<file path="config.mk">
export PLATFORM = sky130hd
export DESIGN_NAME = pbl_bist
export DESIGN_NICKNAME = d
export VERILOG_FILES = /design/src/core/pbl_pkg.sv /design/src/core/pbl_lfsr.sv /design/src/core/pbl_bist.sv
export SDC_FILE = /design/constraint.sdc
export NUM_CORES = 1
export LEC_CHECK = 0
export BUFFER_PORTS_ARGS = -buffer_cell sky130_fd_sc_hd__clkbuf_2
export CAP_MARGIN = 30
export CORE_MARGIN = 5
export CORE_UTILIZATION = 45
export DETAILED_ROUTE_END_ITERATION = 7
export GPL_ROUTABILITY_DRIVEN = 1
export GPL_TIMING_DRIVEN = 0
export SLEW_MARGIN = 5
export SYNTH_ARGS = -nofsm -noshare
export SYNTH_HDL_FRONTEND = slang
export SYNTH_SLANG_ARGS = --single-unit
export TNS_END_PERCENT = 30
</file>
<file path="constraint.sdc">
create_clock -name CLK_I -period 3.3 [get_ports CLK_I]
set_input_delay 0.99 -clock CLK_I [delete_from_list [all_inputs] [get_ports CLK_I]]
set_output_delay 0.99 -clock CLK_I [all_outputs]
set_load 0.05 [all_outputs]
</file>
<file path="src/core/pbl_pkg.sv">
// package: register layout, codes and carriers for the self-test and loopback control
package pbl_pkg;
  localparam logic [4:0] REG_CTRL = 5'h16;
  localparam logic [4:0] REG_IRQ_STATUS = 5'h18;
  localparam logic [4:0] REG_IRQ_ENABLE = 5'h19;
  localparam logic [4:0] REG_IRQ_CLEAR = 5'h1a;
  localparam logic [4:0] REG_ERR_COUNT = 5'h1b;
  localparam logic [4:0] REG_POLY = 5'h1c;
  localparam int BIT_CNT_MODE = 14;
  localparam int BIT_PKT_TYPE = 13;
  localparam int BIT_GEN_EN = 12;
  localparam int BIT_LOCK = 11;
  localparam int BIT_SYNC_LOSS = 10;
  localparam int BIT_GEN_STAT = 9;
  localparam int BIT_MDI_TX = 6;
  localparam int LB_LSB = 2;
  localparam logic [1:0] RSVD_8_7 = 2'h2;
  localparam logic [3:0] LB_NORMAL = 4'h0;
  localparam logic [3:0] LB_PCS = 4'h1;
  localparam logic [3:0] LB_ANALOG = 4'h2;
  localparam logic [3:0] LB_REVERSE = 4'h4;
  localparam logic [3:0] LB_XMII = 4'h8;
  localparam logic [15:0] POLY_RESET = 16'hb400;
  localparam logic [15:0] ERR_MAX = 16'hffff;
  localparam logic [15:0] PKT_LEN = 16'h05ee;
  localparam logic [15:0] IPG_LEN = 16'h000c;
  localparam logic [7:0] CONST_BYTE = 8'h55;
  localparam logic [3:0] LOCK_RUN = 4'h8;
  localparam logic [3:0] LOSS_RUN = 4'h4;
  localparam logic [4:0] SEED_LEN = 5'h10;
  localparam int IRQ_SYNC_LOSS = 0;
  localparam int IRQ_WRAP = 1;
  localparam int IRQ_GEN_DONE = 2;
  typedef enum logic [2:0] {
    GEN_IDLE = 3'h1,
    GEN_DATA = 3'h2,
    GEN_GAP = 3'h4
  } pbl_gen_e;
  typedef struct packed {
    logic [4:0] addr;
    logic [15:0] wdata;
    logic wr;
    logic rd;
  } pbl_bus_s;
  typedef struct packed {
    logic pcs;
    logic analog;
    logic reverse;
    logic xmii;
    logic mdi_tx_en;
  } pbl_path_s;
endpackage

</file>
<file path="src/core/pbl_lfsr.sv">
// fibonacci shift register shared in form by the generator and checker
`timescale 1ns/100ps
module pbl_lfsr
(
  input wire logic clk_i,
  input wire logic reset_i,
  input wire logic step_i,
  input wire logic load_i,
  input wire logic load_bit_i,
  input wire logic [15:0] poly_i,
  output logic bit_o
);
  typedef struct packed {
    logic [15:0] sr;
  } pbl_lfsr_s;
  pbl_lfsr_s st;
  pbl_lfsr_s next_st;
  always_comb
  begin
    next_st = st;
    if (step_i)
    begin
      // checker seeds by shifting received bits in, so it self-aligns
      next_st.sr = {st.sr[14:0], (load_i ? load_bit_i : ^(st.sr & poly_i))};
      if (next_st.sr == 16'h0000)
      begin
        next_st.sr = 16'h0001;
      end
    end
  end
  always_ff @(posedge clk_i)
  begin
    if (reset_i)
    begin
      st <= '{sr: 16'h0001};
    end
    else
    begin
      st <= next_st;
    end
  end
  assign bit_o = ^(st.sr & poly_i);
endmodule

</file>
<file path="src/core/pbl_bist.sv">
// self-test generator, checker, loopback select and register port
`timescale 1ns/100ps
module pbl_bist
(
  input wire logic CLK_I,
  input wire logic RESET_I,
  input wire logic [4:0] ADDR_I,
  input wire logic [15:0] WDATA_I,
  input wire logic WR_I,
  input wire logic RD_I,
  input wire logic RX_VALID_I,
  input wire logic RX_BIT_I,
  output logic [15:0] RDATA_O,
  output logic TX_VALID_O,
  output logic TX_BIT_O,
  output logic TX_SOP_O,
  output logic LB_PCS_O,
  output logic LB_ANALOG_O,
  output logic LB_REVERSE_O,
  output logic LB_XMII_O,
  output logic MDI_TX_EN_O,
  output logic ERR_WRAP_O,
  output logic IRQ_O
);
  typedef struct packed {
    logic cnt_mode;
    logic pkt_type;
    logic gen_en;
    logic [4:0] lb;
    logic [1:0] rsvd_lo;
    logic locked;
    logic sync_loss;
    logic [3:0] run;
    logic [4:0] fill;
    logic [15:0] err_cnt;
    logic [15:0] poly;
    pbl_pkg::pbl_gen_e gen;
    logic [15:0] gen_cnt;
    logic single_done;
    logic [2:0] irq_stat;
    logic [2:0] irq_en;
    logic [15:0] rdata;
    logic tx_valid;
    logic tx_bit;
    logic tx_sop;
    pbl_pkg::pbl_path_s path;
    logic wrap;
    logic irq;
  } pbl_state_s;
  pbl_state_s st;
  pbl_state_s next_st;
  pbl_pkg::pbl_bus_s bus;
  logic gen_prbs_bit;
  logic chk_pred_bit;
  logic gen_step;
  logic chk_on;
  logic chk_step;
  logic mismatch;
  assign bus = '{addr: ADDR_I, wdata: WDATA_I, wr: WR_I, rd: RD_I};
  // generator advances only while sending random payload
  assign gen_step = (next_st.gen == pbl_pkg::GEN_DATA) && st.pkt_type;
  // checker only runs in random mode, whatever the generator does
  assign chk_on = st.pkt_type;
  assign chk_step = chk_on && RX_VALID_I;
  assign mismatch = RX_BIT_I != chk_pred_bit;
  pbl_lfsr u_gen
  (
    .clk_i(CLK_I),
    .reset_i(RESET_I),
    .step_i(gen_step),
    .load_i(1'b0),
    .load_bit_i(1'b0),
    .poly_i(st.poly),
    .bit_o(gen_prbs_bit)
  );
  pbl_lfsr u_chk
  (
    .clk_i(CLK_I),
    .reset_i(RESET_I),
    .step_i(chk_step),
    .load_i(!st.locked),
    .load_bit_i(RX_BIT_I),
    .poly_i(st.poly),
    .bit_o(chk_pred_bit)
  );
  always_comb
  begin
    logic [2:0] ev;
    logic [15:0] ctrl;
    ev = 3'h0;
    next_st = st;
    next_st.wrap = 1'b0;
    next_st.tx_sop = 1'b0;
    ctrl = {1'b0, st.cnt_mode, st.pkt_type, st.gen_en, st.locked, st.sync_loss,
      (st.gen != pbl_pkg::GEN_IDLE), pbl_pkg::RSVD_8_7, st.lb, st.rsvd_lo};
    if (bus.wr && bus.addr == pbl_pkg::REG_CTRL)
    begin
      next_st.cnt_mode = bus.wdata[pbl_pkg::BIT_CNT_MODE];
      next_st.pkt_type = bus.wdata[pbl_pkg::BIT_PKT_TYPE];
      next_st.gen_en = bus.wdata[pbl_pkg::BIT_GEN_EN];
      next_st.lb = bus.wdata[6:2];
      next_st.rsvd_lo = bus.wdata[1:0];
      next_st.single_done = 1'b0;
    end
    if (bus.wr && bus.addr == pbl_pkg::REG_IRQ_ENABLE)
    begin
      next_st.irq_en = bus.wdata[2:0];
    end
    if (bus.wr && bus.addr == pbl_pkg::REG_POLY)
    begin
      next_st.poly = bus.wdata;
    end
    if (bus.wr && bus.addr == pbl_pkg::REG_IRQ_CLEAR)
    begin
      next_st.irq_stat = st.irq_stat & ~bus.wdata[2:0];
    end
    // read-clear of sync loss; a new loss below wins over it
    if (bus.rd && bus.addr == pbl_pkg::REG_CTRL)
    begin
      next_st.sync_loss = 1'b0;
    end
    if (bus.rd)
    begin
      case (bus.addr)
        pbl_pkg::REG_CTRL: next_st.rdata = ctrl;
        pbl_pkg::REG_IRQ_STATUS: next_st.rdata = {13'h0000, st.irq_stat};
        pbl_pkg::REG_IRQ_ENABLE: next_st.rdata = {13'h0000, st.irq_en};
        pbl_pkg::REG_ERR_COUNT: next_st.rdata = st.err_cnt;
        pbl_pkg::REG_POLY: next_st.rdata = st.poly;
        default: next_st.rdata = 16'h0000;
      endcase
    end
    else
    begin
      next_st.rdata = 16'h0000;
    end
    // generator
    case (st.gen)
      pbl_pkg::GEN_IDLE:
      begin
        next_st.tx_valid = 1'b0;
        if (st.gen_en && !st.single_done)
        begin
          next_st.gen = pbl_pkg::GEN_DATA;
          next_st.gen_cnt = 16'h0000;
          next_st.tx_sop = 1'b1;
        end
      end
      pbl_pkg::GEN_DATA:
      begin
        next_st.tx_valid = 1'b1;
        next_st.gen_cnt = st.gen_cnt + 16'h0001;
        if (!st.gen_en)
        begin
          next_st.gen = pbl_pkg::GEN_IDLE;
          next_st.tx_valid = 1'b0;
        end
        else if (st.gen_cnt == pbl_pkg::PKT_LEN - 16'h0001)
        begin
          next_st.gen = pbl_pkg::GEN_GAP;
          next_st.gen_cnt = 16'h0000;
        end
      end
      pbl_pkg::GEN_GAP:
      begin
        next_st.tx_valid = 1'b0;
        next_st.gen_cnt = st.gen_cnt + 16'h0001;
        if (!st.gen_en)
        begin
          next_st.gen = pbl_pkg::GEN_IDLE;
        end
        else if (!st.pkt_type)
        begin
          next_st.gen = pbl_pkg::GEN_IDLE;
          next_st.single_done = 1'b1;
          ev[pbl_pkg::IRQ_GEN_DONE] = 1'b1;
        end
        else if (st.gen_cnt == pbl_pkg::IPG_LEN - 16'h0001)
        begin
          next_st.gen = pbl_pkg::GEN_DATA;
          next_st.gen_cnt = 16'h0000;
          next_st.tx_sop = 1'b1;
        end
      end
      default:
      begin
        next_st.gen = pbl_pkg::GEN_IDLE;
      end
    endcase
    // constant pattern cycles through the byte by packet position
    next_st.tx_bit = st.pkt_type ? gen_prbs_bit
      : pbl_pkg::CONST_BYTE[next_st.gen_cnt[2:0]];
    // checker lock: a run of good bits locks, a run of bad bits loses it
    if (!chk_on)
    begin
      next_st.locked = 1'b0;
      next_st.run = 4'h0;
      next_st.fill = 5'h00;
    end
    else if (chk_step)
    begin
      if (!st.locked && st.fill != pbl_pkg::SEED_LEN)
      begin
        // stale register contents could fake a run of matches
        next_st.fill = st.fill + 5'h01;
      end
      else if (!st.locked)
      begin
        next_st.run = mismatch ? 4'h0 : st.run + 4'h1;
        if (st.run == pbl_pkg::LOCK_RUN - 4'h1 && !mismatch)
        begin
          next_st.locked = 1'b1;
          next_st.run = 4'h0;
        end
      end
      else
      begin
        next_st.run = mismatch ? st.run + 4'h1 : 4'h0;
        if (mismatch && st.run == pbl_pkg::LOSS_RUN - 4'h1)
        begin
          next_st.locked = 1'b0;
          next_st.sync_loss = 1'b1;
          next_st.fill = 5'h00;
          next_st.run = 4'h0;
          ev[pbl_pkg::IRQ_SYNC_LOSS] = 1'b1;
        end
        if (mismatch)
        begin
          if (st.err_cnt != pbl_pkg::ERR_MAX)
          begin
            next_st.err_cnt = st.err_cnt + 16'h0001;
          end
          else if (st.cnt_mode)
          begin
            next_st.err_cnt = 16'h0000;
            next_st.wrap = 1'b1;
            ev[pbl_pkg::IRQ_WRAP] = 1'b1;
          end
        end
      end
    end
    if (bus.rd && bus.addr == pbl_pkg::REG_ERR_COUNT)
    begin
      next_st.err_cnt = 16'h0000;
    end
    // events set after the clear so they are never lost
    next_st.irq_stat = next_st.irq_stat | ev;
    next_st.irq = |(next_st.irq_stat & st.irq_en);
    // loopback decode: only the exact pcs, analog and reverse codes enable a path; the xmii path is never enabled
    next_st.path = '{pcs: st.lb[3:0] == pbl_pkg::LB_PCS,
      analog: st.lb[3:0] == pbl_pkg::LB_ANALOG,
      reverse: st.lb[3:0] == pbl_pkg::LB_REVERSE,
      xmii: 1'b0, mdi_tx_en: 1'b1};
    // in xmii loopback the line output follows the mdi transmit bit
    if (st.lb[3:0] == pbl_pkg::LB_XMII)
    begin
      next_st.path.mdi_tx_en = st.lb[4];
    end
  end
  always_ff @(posedge CLK_I)
  begin
    if (RESET_I)
    begin
      st <= '{poly: pbl_pkg::POLY_RESET, gen: pbl_pkg::GEN_IDLE,
        path: '{pcs: 1'b0, analog: 1'b0, reverse: 1'b0, xmii: 1'b0, mdi_tx_en: 1'b1},
        default: '0};
    end
    else
    begin
      st <= next_st;
    end
  end
  assign RDATA_O = st.rdata;
  assign TX_VALID_O = st.tx_valid;
  assign TX_BIT_O = st.tx_bit;
  assign TX_SOP_O = st.tx_sop;
  assign LB_PCS_O = st.path.pcs;
  assign LB_ANALOG_O = st.path.analog;
  assign LB_REVERSE_O = st.path.reverse;
  assign LB_XMII_O = st.path.xmii;
  assign MDI_TX_EN_O = st.path.mdi_tx_en;
  assign ERR_WRAP_O = st.wrap;
  assign IRQ_O = st.irq;

  wrap_pulse_a: assert property (@(posedge CLK_I) disable iff (RESET_I)
    ERR_WRAP_O |-> st.cnt_mode && st.err_cnt == 16'h0000)
    else $error("wrap pulse without wrap to zero");
  single_sat_a: assert property (@(posedge CLK_I) disable iff (RESET_I)
    (!st.cnt_mode && st.err_cnt == 16'hffff && !(RD_I && ADDR_I == 5'h1b))
    |=> st.err_cnt == 16'hffff)
    else $error("single mode counter left maximum");
  gen_start_a: assert property (@(posedge CLK_I) disable iff (RESET_I)
    (st.gen == pbl_pkg::GEN_IDLE && st.gen_en && !st.single_done)
    |=> TX_SOP_O && st.gen == pbl_pkg::GEN_DATA)
    else $error("generator did not start");
  gen_stop_a: assert property (@(posedge CLK_I) disable iff (RESET_I)
    (!st.gen_en && st.gen != pbl_pkg::GEN_IDLE) |=> st.gen == pbl_pkg::GEN_IDLE)
    else $error("generator did not stop");
  single_pkt_a: assert property (@(posedge CLK_I) disable iff (RESET_I)
    (st.gen == pbl_pkg::GEN_GAP && !st.pkt_type && st.gen_en)
    |=> st.gen == pbl_pkg::GEN_IDLE ##1 !TX_SOP_O)
    else $error("constant mode sent more than one packet");
  no_lock_const_a: assert property (@(posedge CLK_I) disable iff (RESET_I)
    !st.pkt_type |=> !st.locked)
    else $error("checker locked in constant mode");
  loss_latch_a: assert property (@(posedge CLK_I) disable iff (RESET_I)
    (st.sync_loss && !(RD_I && ADDR_I == 5'h16)) |=> st.sync_loss)
    else $error("sync loss dropped without read");
  lb_reserved_a: assert property (@(posedge CLK_I) disable iff (RESET_I)
    (st.lb[3:0] != 4'h1 && st.lb[3:0] != 4'h2 && st.lb[3:0] != 4'h4)
    |=> !(LB_PCS_O || LB_ANALOG_O || LB_REVERSE_O))
    else $error("reserved loopback code opened a path");
  mdi_gate_a: assert property (@(posedge CLK_I) disable iff (RESET_I)
    (st.lb == 5'h08) |=> !MDI_TX_EN_O)
    else $error("line output not suppressed in xmii loopback");
  seed_first_a: assert property (@(posedge CLK_I) disable iff (RESET_I)
    (!st.locked && st.fill != pbl_pkg::SEED_LEN) |=> !st.locked)
    else $error("checker locked before its register was seeded");
endmodule

</file>
# Word-level counts from Yosys, hierarchy flattened
# Memories as Yosys holds them, arrays and structs flattened.
# Cells that the tools add are included.
classes:
  add_sub_neg: 4
  n_lt_le_gt_ge: 1
  n_eq_ne: 23
  muxes: 57
  bitwise: 12
  n_reduce_logical: 35
ops:
  columns: ["cell", "count"]
  rows:
  - ["$mux W16", 8]
  - ["$pmux W16 S5", 1]
  - ["$mux W19", 3]
  - ["$pmux W16 S3", 1]
  - ["$add A16 B1 Y16 const B", 2]
  - ["$and A16 B16 Y16", 2]
  - ["$logic_not A16 Y1", 2]
  - ["$reduce_xor A16 Y1", 2]
  - ["$eq A5 B5 Y1 const B", 6]
  - ["$mux W26", 1]
  - ["$mux W1", 23]
  - ["$mux W21", 1]
  - ["$mux W17", 1]
  - ["$eq A16 B11 Y1 const B", 1]
  - ["$eq A16 B4 Y1 const B", 1]
  - ["$mux W4", 4]
  - ["$ne A16 B16 Y1 const B", 1]
  - ["$logic_and A1 B1 Y1", 12]
  - ["$mux W3", 4]
  - ["$mux W11", 1]
  - ["$mux W5", 2]
  - ["$reduce_or A2 Y1", 5]
  - ["$pmux W3 S3", 1]
  - ["$eq A4 B2 Y1 const B", 2]
  - ["other kinds (27)", 45]
word_totals:
  regBits: 137
  rom_bits: 8
  input_bits: 27
  out_inout_bits: 26
  elab_cells: 163
  n_memories: 1
mem_list:
  columns: ["memory", "depth", "word_bits", "read_ports", "rd_ports_with_merged_regs", "wr", "line", "rtl"]
  rows:
  - ["(name not given)", 8, 1, 1, 0, 0, "pbl_bist.sv:192", ": pbl_pkg::CONST_BYTE[next_st.gen_cnt[2:0]];"]

# Logic depth before layout (Yosys ltp)
# Gate-level depths: netlist of run 1.
logic_depth:
  ltp_word: 12
  ltp_mapped: 10
  depth_no_buf: 9

# Hierarchy
# A second synthesis of run 1 with hierarchy kept.
unflattened:
  hier_cells: 755
  hier_area_um2: 6459.9
by_module_without_submodules:
  columns: ["module", "n_inst", "cells_per_inst", "area_per_inst_um2", "seq_area_each_um2"]
  rows:
  - ["pbl_bist", 1, 571, 4803.4, 2082.0]
  - ["pbl_lfsr", 2, 92, 828.3, 320.3]

# Least setup slack after synthesis of run 1
# Ideal clock, no wire load.
synth_timing:
  kind: "input to register"
  startpoint: "input port ADDR_I[1]"
  endpoint: "register st[100] (netlist bit)"
  setup_time_ps: 70
  t_arrival_ps: 2376
  t_required_ps: 3230
  setup_slack_ps: 853
  stages: 6
  n_path_buf: 1
  cell_sequence: "nand2_1 > nor4b_1 > and2_1 > clkbuf_1 > nand2_1 > a21oi_1"
synth_via:
  elab_chain_cells: 2
synth_lines:
  columns: ["item", "line", "rtl"]
  rows:
  - ["start: declaration", "pbl_bist.sv:7", "input wire logic [4:0] ADDR_I,"]
  - ["$eq A5 B5 Y1", "pbl_bist.sv:96", "if (bus.wr && bus.addr == pbl_pkg::REG_CTRL)"]
  - ["$logic_and A1 B1 Y1", "pbl_bist.sv:96", null]
  - ["end signal: assignment", "pbl_bist.sv:264", "st <= '{poly: pbl_pkg::POLY_RESET, gen: pbl_pkg::GEN_IDLE,"]
  - ["end signal: assignment", "pbl_bist.sv:270", "st <= next_st;"]
  - ["end: declaration", "pbl_bist.sv:50", "pbl_state_s st;"]
# Every way passes these cells.
# A chain may end at the register's enable or synchronous reset.

# Final worst setup path of run 1
layout_timing:
  startpoint: "register st[44] (netlist bit)"
  endpoint: "register u_gen.st[0] (netlist bit)"
layout_via:
  elab_chain_cells: 7
  elab_cells_between_ends: 10
  classes_between: "eq/ne: 3; mux: 6; reduce/logical: 1"
layout_lines:
  columns: ["item", "line", "rtl"]
  rows:
  - ["$eq A16 B4 Y1", "pbl_bist.sv:178", "else if (st.gen_cnt == pbl_pkg::IPG_LEN - 16'h0001)"]
  - ["$mux W19", "pbl_bist.sv:178", null]
  - ["$mux W3", "pbl_bist.sv:172", "else if (!st.pkt_type)"]
  - ["$mux W3", "pbl_bist.sv:168", "if (!st.gen_en)"]
  - ["$pmux W3 S3 (*)", "pbl_bist.sv:138", "case (st.gen)"]
  - ["$eq A3 B2 Y1 (*)", "pbl_bist.sv:61", "assign gen_step = (next_st.gen == pbl_pkg::GEN_DATA) && st.pkt_type;"]
  - ["$logic_and A1 B1 Y1 (*)", "pbl_bist.sv:61", null]
  - ["end signal: assignment", "pbl_lfsr.sv:35", "st <= '{sr: 16'h0001};"]
  - ["end signal: assignment", "pbl_lfsr.sv:39", "st <= next_st;"]
  - ["end: declaration", "pbl_lfsr.sv:16", "pbl_lfsr_s st;"]
# Every way passes the cells marked *; elsewhere a longest branch is shown, timed or not.

==> parameters.txt, run 1 <==
Parameter                              Value

Drt
  Met3 layer wire length in the routed design    between 1 and 1.5 mm
  Wire length after detailed routing    about 17 mm
  Length of routed wiring on met1    between 7 and 8 mm
  DR vias    5591
  Number of DRC violations after detailed-routing iteration 0    529
  Avg Vias per Cell    approximately 5.5
  Number of iterations in the first detailed-routing pass    6
  Top routing layer in use    met5
  Antenna-violating nets left    0
  Routed wire length on met2    slightly above 8 mm
  Number of design rule violations left after detail routing    0
  DR WL/cell    16.8 um

Worst setup path
  RR Endpoint    u_gen.st[0]$_SDFFE_PP1P_
  Class of the most critical setup path    reg2reg
  R2r worst-path depth    9
  Critical path destination    u_gen.st[0]$_SDFFE_PP1P_
  CP arrival    around 3000 ps
  Required time of the critical path    3590 ps
  Worst setup path start    st[44]$_SDFFE_PP0P_
  Kind of launch point of the worst setup path    register
  Flop-to-flop setup slack    ~500 ps
  Highest fanout seen on the critical path    10
  Startpoint of the most critical register-to-register path    st[44]$_SDFFE_PP0P_
  Critical path endpoint category    register

Power
  Power density of the placed cells    513 nW/um^2
  Peak supply drop    0.000377 V
  Leakage power total    ~2.7 nW

Yosys
  Leading post-synthesis cells by cell area    dfxtp_1 (44%), nand2_1 (9.7%), xnor2_1 (5.3%), nor2_1 (5.3%), a21oi_1 (4.4%)
  Prevailing post-synth register cell    dfxtp_1
  Share of synthesized cell area in and, or, nand and nor gates    0.259
  Number of warnings issued by yosys    0
  Most frequent cells after synthesis    nand2_1 (162), dfxtp_1 (136), nor2_1 (88)
  Async S/R FF share, synth    0
  Netlist cell types    60
  Post-synth net total    795
  Cell count after synthesis    between 700 and 800
  Sequential cell area fraction in the yosys report    0.435
  Share of the synthesized area in compound gates (AO/OA/AOI/OAI)    0.124
  Portion of netlist area occupied by mux cells    0.0340
  Top-count cell post-synth    nand2_1
  Xor-xnor portion of the synthesized cell area    0.0848
  Synthesized-area fraction occupied by adder cells    0.0120
  Cell accounting for the most synthesized area    dfxtp_1
  Post-synthesis instance area    approximately 6300 um^2
  Synthesized flop and latch total    roughly 140
  Portion of synthesized cell area occupied by the leading cell type    0.435
  Dominant combinational cell family by area after synthesis    simple AND/OR/NAND/NOR gates
  Count of flip-flops with a built-in enable after synthesis    0
  Synth Area per Inst    roughly 8 um^2

Clock network
  CTS tree    built
  Library cell used as clock root buffer    clkbuf_16
  H-tree depth    4
  Clk slew on worst S/H paths    about 60 ps
  TritonCTS buffer count    17
  # clock sinks    about 140
  Cells resized by post-CTS repair    0
  Hold-fix buffer count after cts    0
  Post-CTS Setup Bufs    0
  Maximum root-to-sink buffer count    2
  Clock insertion delay at the later pin of the skew report    ~420 ps

Global routing
  Via count of the first global-routing pass    approximately 5300
  Pin count of the biggest net entering global routing    17
  Antenna violations before repair    1
  Global-route wire length before repair    approximately 28 mm
  Overall overflow remaining after global route    0
  Total global routing track utilization    0.216

STA
  Post-route clock skew    8.01 ps
  Max-slew violation count    0
  Time the final worst path needs with I/O delays and setup    ~2800 ps
  Endpoints failing setup    0
  Fmax    between 300 and 400 MHz
  Final Hold Slack    between 400 and 500 ps
  Max-slew headroom    0.415
  Setup TNS Final    0 ps
  Worst slew pin tran    875 ps
  Final Cycle Share    0.850
  Final hold violation count    0
  Unrepaired setup endpoints after global routing    false

Die
  Height of the die    around 130 um
  Horizontal extent of the die    approximately 130 um
  DIE AREA    ~16000 um^2
  Total number of placement rows    43
  Core region area    approximately 14000 um^2
  Number of top-level design ports    53
  Initial Util    0.454

Layout
  Synth-to-layout area growth    17.7%
  Count of inserted antenna diode cells    0
  # nets final    ~860
  Final design utilization    0.535
  Fin cells    1023
  Fraction of layout cells with a size suffix above 1    0.138
  Final design instance area without fill    ~7400 um^2

Run
  Count of maximum capacitance violations    0

Placement
  Total instance count after detailed placement    about 1000
  Estimated wirelength of the detail-placed design    around 12 mm
  IO buf count    49
  Final weighted congestion in routability-driven placement    0.877
  Post-DP Area    a little under 7000 um^2

Run status
  Outcome    finished, final reports clean

Worst hold path
  Hold/Removal Path Class    reg2reg
## power breakdown
part	switching (mW)	leakage [nW]	total (mW)	internal, mW
combinational	0.0748	1.31	0.106	0.0316
sequential	0.00602	1.10	1.65	1.65
clock	0.716	0.300	2.02	1.30
## layer usage
metal | vias up | GRT usage
li1 | 2725 | -
met1 | 2644 | 0.279
met2 | 183 | 0.350
met3 | 37 | 0.0575
met4 | 2 | 0.0737
met5 | - | 0
## logic make-up (layout without fill, tap and decap cells)
| kind of cell | after synthesis | in the layout |
|---|---|---|
| xor+xnor | 58 | 58 |
| compound gates | 121 | 121 |
| simple gates | 355 | 355 |
| buf+inv | 64 | 145 |
| mux | 21 | 21 |
| other cells | 1 | 1 |
| flops | 136 | 136 |
| fa+ha+maj | 6 | 6 |
## how the worst min path moves through the flow
stage	from	to	cells past startpoint
final	st[32]$_SDFF_PP0_	st[32]$_SDFF_PP0_	2
after global routing	st[32]$_SDFF_PP0_	st[32]$_SDFF_PP0_	2
after floorplan	st[100]$_SDFFE_PP0P_	MDI_TX_EN_O$_SDFF_PP1_	1
after detailed placement	st[95]$_SDFFE_PP0P_	st[95]$_SDFFE_PP0P_	2
after CTS	st[32]$_SDFF_PP0_	st[32]$_SDFF_PP0_	2
after global placement	u_chk.st[15]$_SDFFE_PP0P_	u_chk.st[15]$_SDFFE_PP0P_	2
## worst max-delay path: stages, from the launching register on
cell and delay (ps):
dfxtp_1 350, or4_1 570, nor4_2 300, nand3_1 200
nand2b_1 120, o2bb2ai_1 180, o211ai_2 310, buf_2 340
mux2i_1 220, nand2_1 70
## flip-flops by register name, summed over array words and instances, names as in the netlist
register / cells
IRQ_O: 1
LB_PCS_O: 1
LB_ANALOG_O: 1
TX_BIT_O: 1
u_chk.st: 16
u_gen.st: 16
ERR_WRAP_O: 1
chk_on: 1
TX_SOP_O: 1
MDI_TX_EN_O: 1
LB_REVERSE_O: 1
RDATA_O: 16
TX_VALID_O: 1
st: 78
## final cells by class
type                    instances  area, um^2
fillers                      1339        6410
multi-input cells             562        3230
flip-flops and latches        136        2720
clock buffers                  21         460
plain buffers                  49         258
repair buffers                 49         245
well taps                     180         225
clock inverters                11         170
inverters                      15        56.3
## stage by stage
step,worst slack (ps),power (mW)
after global placement,-159,1.79
after CTS,469,3.79
after floorplan,853,1.74
final,495,3.78
after detailed placement,254,1.79
after global routing,309,3.88
## cell usage in the layout (no fill, tap or decap), drive strengths merged, types with 9 or more instances in the layout
cell type	n
a222oi	9
a31oi	9
mux2i	19
nor3	10
nand4	10
xor2	18
buf	22
o21ai	18
dfxtp	136
nand2	163
a22oi	9
nand3	25
xnor2	39
a21oi	56
inv	16
nor4	17
nor2	88
clkbuf	97
(Power assumes the default switching activity.)
==> run 2, diff against run 1 <==
--- a/config.mk
+++ b/config.mk
@@ -12,6 +12,7 @@
 export DETAILED_ROUTE_END_ITERATION = 7
 export GPL_ROUTABILITY_DRIVEN = 1
 export GPL_TIMING_DRIVEN = 0
+export PLACE_DENSITY = 0.65
 export SLEW_MARGIN = 5
 export SYNTH_ARGS = -nofsm -noshare
 export SYNTH_HDL_FRONTEND = slang
==> constraint.sdc (replaced) <==
create_clock -name CLK_I -period 2.45 [get_ports CLK_I]
set_input_delay 0.735 -clock CLK_I [delete_from_list [all_inputs] [get_ports CLK_I]]
set_output_delay 0.735 -clock CLK_I [all_outputs]
set_load 0.05 [all_outputs]
==> parameters.txt, run 2 (synthesis results as in run 1) <==
Parameter                              Value

Layout
  Highest-count cells in the layout ignoring fill and taps    nand2_1 (160), dfxtp_1 (111), nor2_1 (85) (was nand2_1 (162), dfxtp_1 (136), nor2_1 (88))
  Final design instance area without fill    7730 um^2 (was 7360 um^2)
  Most common cell after layout, fill and taps aside    nand2_1 (unchanged)
  Largest register by flop count    st (unchanged)
  Count of inserted antenna diode cells    0 (unchanged)
  # nets final    875 (was 863)
  Synth-to-layout area growth    23.6% (was 17.7%)
  Filler cell count in the final layout    1245 (was 1339)
  Flip-flop count of the largest register after layout    78 (unchanged)
  Fraction of layout cells with a size suffix above 1    0.219 (was 0.138)

STA
  Time the final worst path needs with I/O delays and setup    2420 ps (was 2800 ps)
  Fmax    413 MHz (was 357 MHz)
  Endpoints failing setup    0 (unchanged)
  Final hold violation count    0 (unchanged)
  Worst slew pin tran    871 ps (was 875 ps)
  Setup TNS Final    0 ps (unchanged)
  Final Cycle Share    0.988 (was 0.850)
  Post-route clock skew    8.40 ps (was 8.01 ps)
  Max-slew headroom    0.418 (was 0.415)
  Max-slew violation count    0 (unchanged)
  Unrepaired setup endpoints after global routing    true (was false)
  Final Hold Slack    457 ps (was 458 ps)
  Least setup slack across all paths after layout    29.7 ps (was 495 ps)

Die
  Height of the die    128 um (unchanged)
  DIE AREA    16400 um^2 (unchanged)
  Total number of placement rows    43 (unchanged)
  Horizontal extent of the die    128 um (unchanged)
  Initial Util    0.454 (unchanged)
  Core region area    13800 um^2 (unchanged)
  Number of top-level design ports    53 (unchanged)

Global routing
  Via count of the first global-routing pass    5353 (was 5345)
  Pin count of the biggest net entering global routing    17 (unchanged)
  Overall overflow remaining after global route    0 (unchanged)
  Total global routing track utilization    0.215 (was 0.216)
  Antenna violations before repair    1 (unchanged)
  Global-route wire length before repair    27.6 mm (was 27.9 mm)

Placement
  IO buf count    49 (unchanged)
  Estimated wirelength of the detail-placed design    12.6 mm (was 12.5 mm)
  Worst slack after detailed placement    -673 ps (was 254 ps)
  Final weighted congestion in routability-driven placement    0.937 (was 0.877)
  Post-DP Area    6730 um^2 (unchanged)

Run status
  Outcome    finished, final reports clean (unchanged)

Worst setup path
  Class of the most critical setup path    reg2reg (unchanged)
  Highest fanout seen on the critical path    10 (unchanged)
  CP arrival    2730 ps (was 3090 ps)
  Critical path endpoint category    register (unchanged)
  Kind of launch point of the worst setup path    register (unchanged)
  Required time of the critical path    2760 ps (was 3590 ps)
  R2r worst-path depth    9 (unchanged)

Worst hold path
  Hold/Removal Path Class    reg2reg (unchanged)
  Number of cells on the worst hold path    2 (unchanged)

Power
  Leakage power total    2.83 nW (was 2.70 nW)
  Overall Power    5.02 mW (was 3.78 mW)
  Peak supply drop    0.000535 V (was 0.000377 V)
  Power density of the placed cells    649 nW/um^2 (was 513 nW/um^2)

Drt
  Antenna-violating nets left    0 (unchanged)
  Wire length after detailed routing    17.6 mm (was 17.2 mm)
  DR WL/cell    17.0 um (was 16.8 um)
  Number of iterations in the first detailed-routing pass    5 (was 6)
  DR vias    5713 (was 5591)
  Number of DRC violations after detailed-routing iteration 0    603 (was 529)
  Avg Vias per Cell    5.52 (was 5.47)
  Number of design rule violations left after detail routing    0 (unchanged)

Clock network
  CTS tree    built (unchanged)
  H-tree depth    4 (unchanged)
  Library cell used as clock root buffer    clkbuf_16 (unchanged)
  # clock sinks    136 (unchanged)
  Clock insertion delay at the later pin of the skew report    430 ps (was 420 ps)
  Maximum root-to-sink buffer count    2 (unchanged)
  TritonCTS buffer count    17 (unchanged)
  Clk slew on worst S/H paths    60 ps (about the same)

Run
  Count of maximum capacitance violations    0 (unchanged)
## run 2: timing repair
| item | CTS | global route |
|---|---|---|
| pin swaps | 5 | 7 |
| hold buffers | 0 | 0 |
| buffers inserted | 7 | 6 |
| gates cloned | 0 | 0 |
| setup endpoints to repair | 63 | 63 |
| resized for setup | 32 | 56 |
## run 2: layout make-up
class                      instances  area, um^2  share of cell area
inverter                          15        56.3             0.00728
sequential                       136        2770               0.359
timing repair buffer              62         347              0.0448
buffer                            48         288              0.0372
tap                              180         225              0.0291
clock inverter                    14         173              0.0223
multi-input combinational        562        3430               0.444
clock buffer                      18         439              0.0568
## run 2: metal layers
layer	share of wire	vias to the layer above	track usage
met5	0.00074	-	0
met4	0.032	2	0.0974
met3	0.072	50	0.0625
met2	0.48	183	0.350
met1	0.41	2721	0.265
li1	-	2757	-
## run 2: path summary, 6_finish.rpt
path / startpoint / endpoint / slack [ps]
setup / recovery: st[61]$_SDFFE_PP0P_ / st[77]$_SDFFE_PP0P_ / 30
hold / removal: u_chk.st[15]$_SDFFE_PP0P_ / u_chk.st[15]$_SDFFE_PP0P_ / 460
setup reg to reg: st[61]$_SDFFE_PP0P_ / st[77]$_SDFFE_PP0P_ / 30
hold reg to reg: u_chk.st[15]$_SDFFE_PP0P_ / u_chk.st[15]$_SDFFE_PP0P_ / 460
## run 2: power by group
| part | leakage [nW] | switching [mW] | total [mW] | internal (mW) |
|---|---|---|---|---|
| clock | 0.285 | 1.01 | 2.64 | 1.63 |
| combinational | 1.44 | 0.107 | 0.159 | 0.0522 |
| sequential | 1.11 | 0.00760 | 2.22 | 2.21 |
| total | 2.83 | 1.13 | 5.02 | 3.89 |
## run 2: worst max-delay path: stages (launching register included)
cell,delay [ps]
dfxtp_4,390
nand2_1,110
xnor2_2,190
xnor2_1,160
xnor2_1,190
xnor3_2,450
or4_4,490
nand2b_4,120
buf_8,130
nor2_1,60
## run 2: stage by stage
stage,util,cells
final,0.562,1035
after global routing,0.562,1035
after CTS,0.543,1029
after detailed placement,0.489,991
after global placement,0.488,991
after floorplan,-,762
==> run 3, diff against run 2 <==
--- a/config.mk
+++ b/config.mk
@@ -13,6 +13,7 @@
 export GPL_ROUTABILITY_DRIVEN = 1
 export GPL_TIMING_DRIVEN = 0
 export PLACE_DENSITY = 0.65
+export REMOVE_ABC_BUFFERS = 1
 export SLEW_MARGIN = 5
 export SYNTH_ARGS = -nofsm -noshare
 export SYNTH_HDL_FRONTEND = slang
==> constraint.sdc (replaced) <==
create_clock -name CLK_I -period 2.45 [get_ports CLK_I]
set_input_delay 0.49 -clock CLK_I [delete_from_list [all_inputs] [get_ports CLK_I]]
set_output_delay 0.49 -clock CLK_I [all_outputs]
set_load 0.05 [all_outputs]
==> parameters.txt, run 3 (synthesis results as in run 1) <==
Parameter                              Value

Clock network
  TritonCTS buffer count    17 (unchanged)
  Maximum root-to-sink buffer count    2 (unchanged)
  Library cell used as clock root buffer    clkbuf_16 (unchanged)
  H-tree depth    4 (unchanged)
  # clock sinks    136 (unchanged)
  CTS tree    built (unchanged)
  Clock insertion delay at the later pin of the skew report    420 ps (was 430 ps)
  Clk slew on worst S/H paths    60 ps (about the same)

Layout
  Count of inserted antenna diode cells    0 (unchanged)
  Highest-count cells in the layout ignoring fill and taps    nand2_1 (159), dfxtp_1 (109), nor2_1 (86) (was nand2_1 (160), dfxtp_1 (111), nor2_1 (85))
  Synth-to-layout area growth    19.3% (was 23.6%)
  Final design instance area without fill    7470 um^2 (was 7730 um^2)
  Largest register by flop count    st (unchanged)
  Fraction of layout cells with a size suffix above 1    0.205 (was 0.219)
  Most common cell after layout, fill and taps aside    nand2_1 (unchanged)
  Flip-flop count of the largest register after layout    78 (unchanged)
  Final design utilization    0.542 (was 0.562)
  # nets final    836 (was 875)

Run
  Count of maximum capacitance violations    0 (unchanged)

Global routing
  Via count of the first global-routing pass    5347 (was 5353)
  Antenna violations before repair    0 (was 1)
  Total global routing track utilization    0.207 (was 0.215)
  Pin count of the biggest net entering global routing    73 (was 17)
  Global-route wire length before repair    26.8 mm (was 27.6 mm)
  Overall overflow remaining after global route    0 (unchanged)

Die
  Horizontal extent of the die    128 um (unchanged)
  Total number of placement rows    43 (unchanged)
  Initial Util    0.454 (unchanged)
  DIE AREA    16400 um^2 (unchanged)
  Number of top-level design ports    53 (unchanged)
  Height of the die    128 um (unchanged)
  Core region area    13800 um^2 (unchanged)

Worst setup path
  Class of the most critical setup path    reg2reg (unchanged)
  Startpoint of the most critical register-to-register path    st[67]$_SDFFE_PP1P_ (was st[61]$_SDFFE_PP0P_)
  Required time of the critical path    2760 ps (about the same)
  Flop-to-flop setup slack    90 ps (was 30 ps)
  Highest fanout seen on the critical path    6 (was 10)
  RR Endpoint    st[76]$_SDFFE_PP0P_ (was st[77]$_SDFFE_PP0P_)
  Kind of launch point of the worst setup path    register (unchanged)
  CP arrival    2670 ps (was 2730 ps)
  Critical path endpoint category    register (unchanged)
  R2r worst-path depth    9 (unchanged)

Drt
  DR WL/cell    16.7 um (was 17.0 um)
  Number of iterations in the first detailed-routing pass    6 (was 5)
  Number of DRC violations after detailed-routing iteration 0    571 (was 603)
  Wire length after detailed routing    16.6 mm (was 17.6 mm)
  DR vias    5605 (was 5713)
  Avg Vias per Cell    5.63 (was 5.52)
  Antenna-violating nets left    0 (unchanged)
  Number of design rule violations left after detail routing    0 (unchanged)

STA
  Final hold violation count    0 (unchanged)
  Fmax    424 MHz (was 413 MHz)
  Time the final worst path needs with I/O delays and setup    2360 ps (was 2420 ps)
  Max-slew violation count    0 (unchanged)
  Worst slew pin tran    901 ps (was 871 ps)
  Post-route clock skew    7.64 ps (was 8.40 ps)
  Final Cycle Share    0.964 (was 0.988)
  Max-slew headroom    0.398 (was 0.418)
  Endpoints failing setup    0 (unchanged)

Worst hold path
  Worst-case hold path end point    st[60]$_SDFFE_PP0P_ (was u_chk.st[15]$_SDFFE_PP0P_)
  Hold_sp    WDATA_I[8] (was u_chk.st[15]$_SDFFE_PP0P_)
  Hold/Removal Path Class    in2reg (was reg2reg)
  Number of cells on the worst hold path    3 (was 2)

Placement
  Post-DP Area    6540 um^2 (was 6730 um^2)
  Final weighted congestion in routability-driven placement    0.843 (was 0.937)
  IO buf count    51 (was 49)
  Estimated wirelength of the detail-placed design    11.2 mm (was 12.6 mm)

Power
  Power density of the placed cells    647 nW/um^2 (was 649 nW/um^2)
  Peak supply drop    0.000549 V (was 0.000535 V)
  Leakage power total    2.74 nW (was 2.83 nW)

Run status
  Outcome    finished, final reports clean (unchanged)
## run 3: layer usage
metal	routed length, um	GRT usage
met2	8150	0.347
met1	6900	0.263
met5	0	0
met3	1230	0.0413
met4	342	0.0805
## run 3: metrics by stage
stage	total power [mW]	setup slack [ps]	cells	TNS (ps)	hold WS [ps]
2_1_floorplan	2.32	-208	713	-2670	414
3_3_place_gp	2.40	-2060	944	-84420	446
3_5_place_dp	2.40	-594	949	-23130	447
4_1_cts	4.87	-61.2	991	-61.2	273
5_1_grt	4.99	-12.9	995	-12.9	288
6_report	4.83	88.9	995	0	295
## run 3: where the power goes
| part | leakage, nW | internal (mW) | switching, mW |
|---|---|---|---|
| logic | 1.36 | 0.0451 | 0.0978 |
| registers | 1.11 | 2.21 | 0.00706 |
| clock network | 0.274 | 1.52 | 0.947 |
| total | 2.74 | 3.78 | 1.05 |
## run 3: worst max-delay path by stage
stage / start / endpoint / slack [ps] / depth (start not counted)
floorplan: ADDR_I[1] / st[32]$_SDFF_PP0_ / -210 / 5
global placement: ADDR_I[1] / chk_on$_SDFFE_PP0P_ / -2060 / 6
detailed placement: RESET_I / RDATA_O[7]$_SDFF_PP0_ / -590 / 4
CTS: st[49]$_SDFF_PP1_ / st[47]$_SDFFE_PP0P_ / -60 / 8
global route: u_chk.st[9]$_SDFFE_PP0P_ / st[81]$_SDFFE_PP0P_ / -10 / 10
finish: st[67]$_SDFFE_PP1P_ / st[76]$_SDFFE_PP0P_ / 90 / 9
## run 3: timing repair
action | CTS | global route
pin swaps | 9 | 8
resized for setup | 17 | 50
endpoints found under the setup margin | 69 | 55
hold buffers | 0 | 0
cloned | 2 | 0
setup buffers | 9 | 4
## run 3: critical path: stages (launching register included)
cell and delay [ps]:
dfxtp_4 380, nand2_1 90, xor2_2 190, xnor2_2 160, xnor2_2 220, xnor3_4 460
buf_4 210, nor4_1 340, xnor2_1 170, nor2_1 50
## run 3: cell type report
class	instances	area, um^2
Clock buffer	24	502
Clock inverter	7	67.6
Fill cell	1297	6310
Inverter	15	56.3
Multi-Input combinational cell	564	3440
Sequential cell	136	2770
Tap cell	180	225
Timing Repair Buffer	69	404
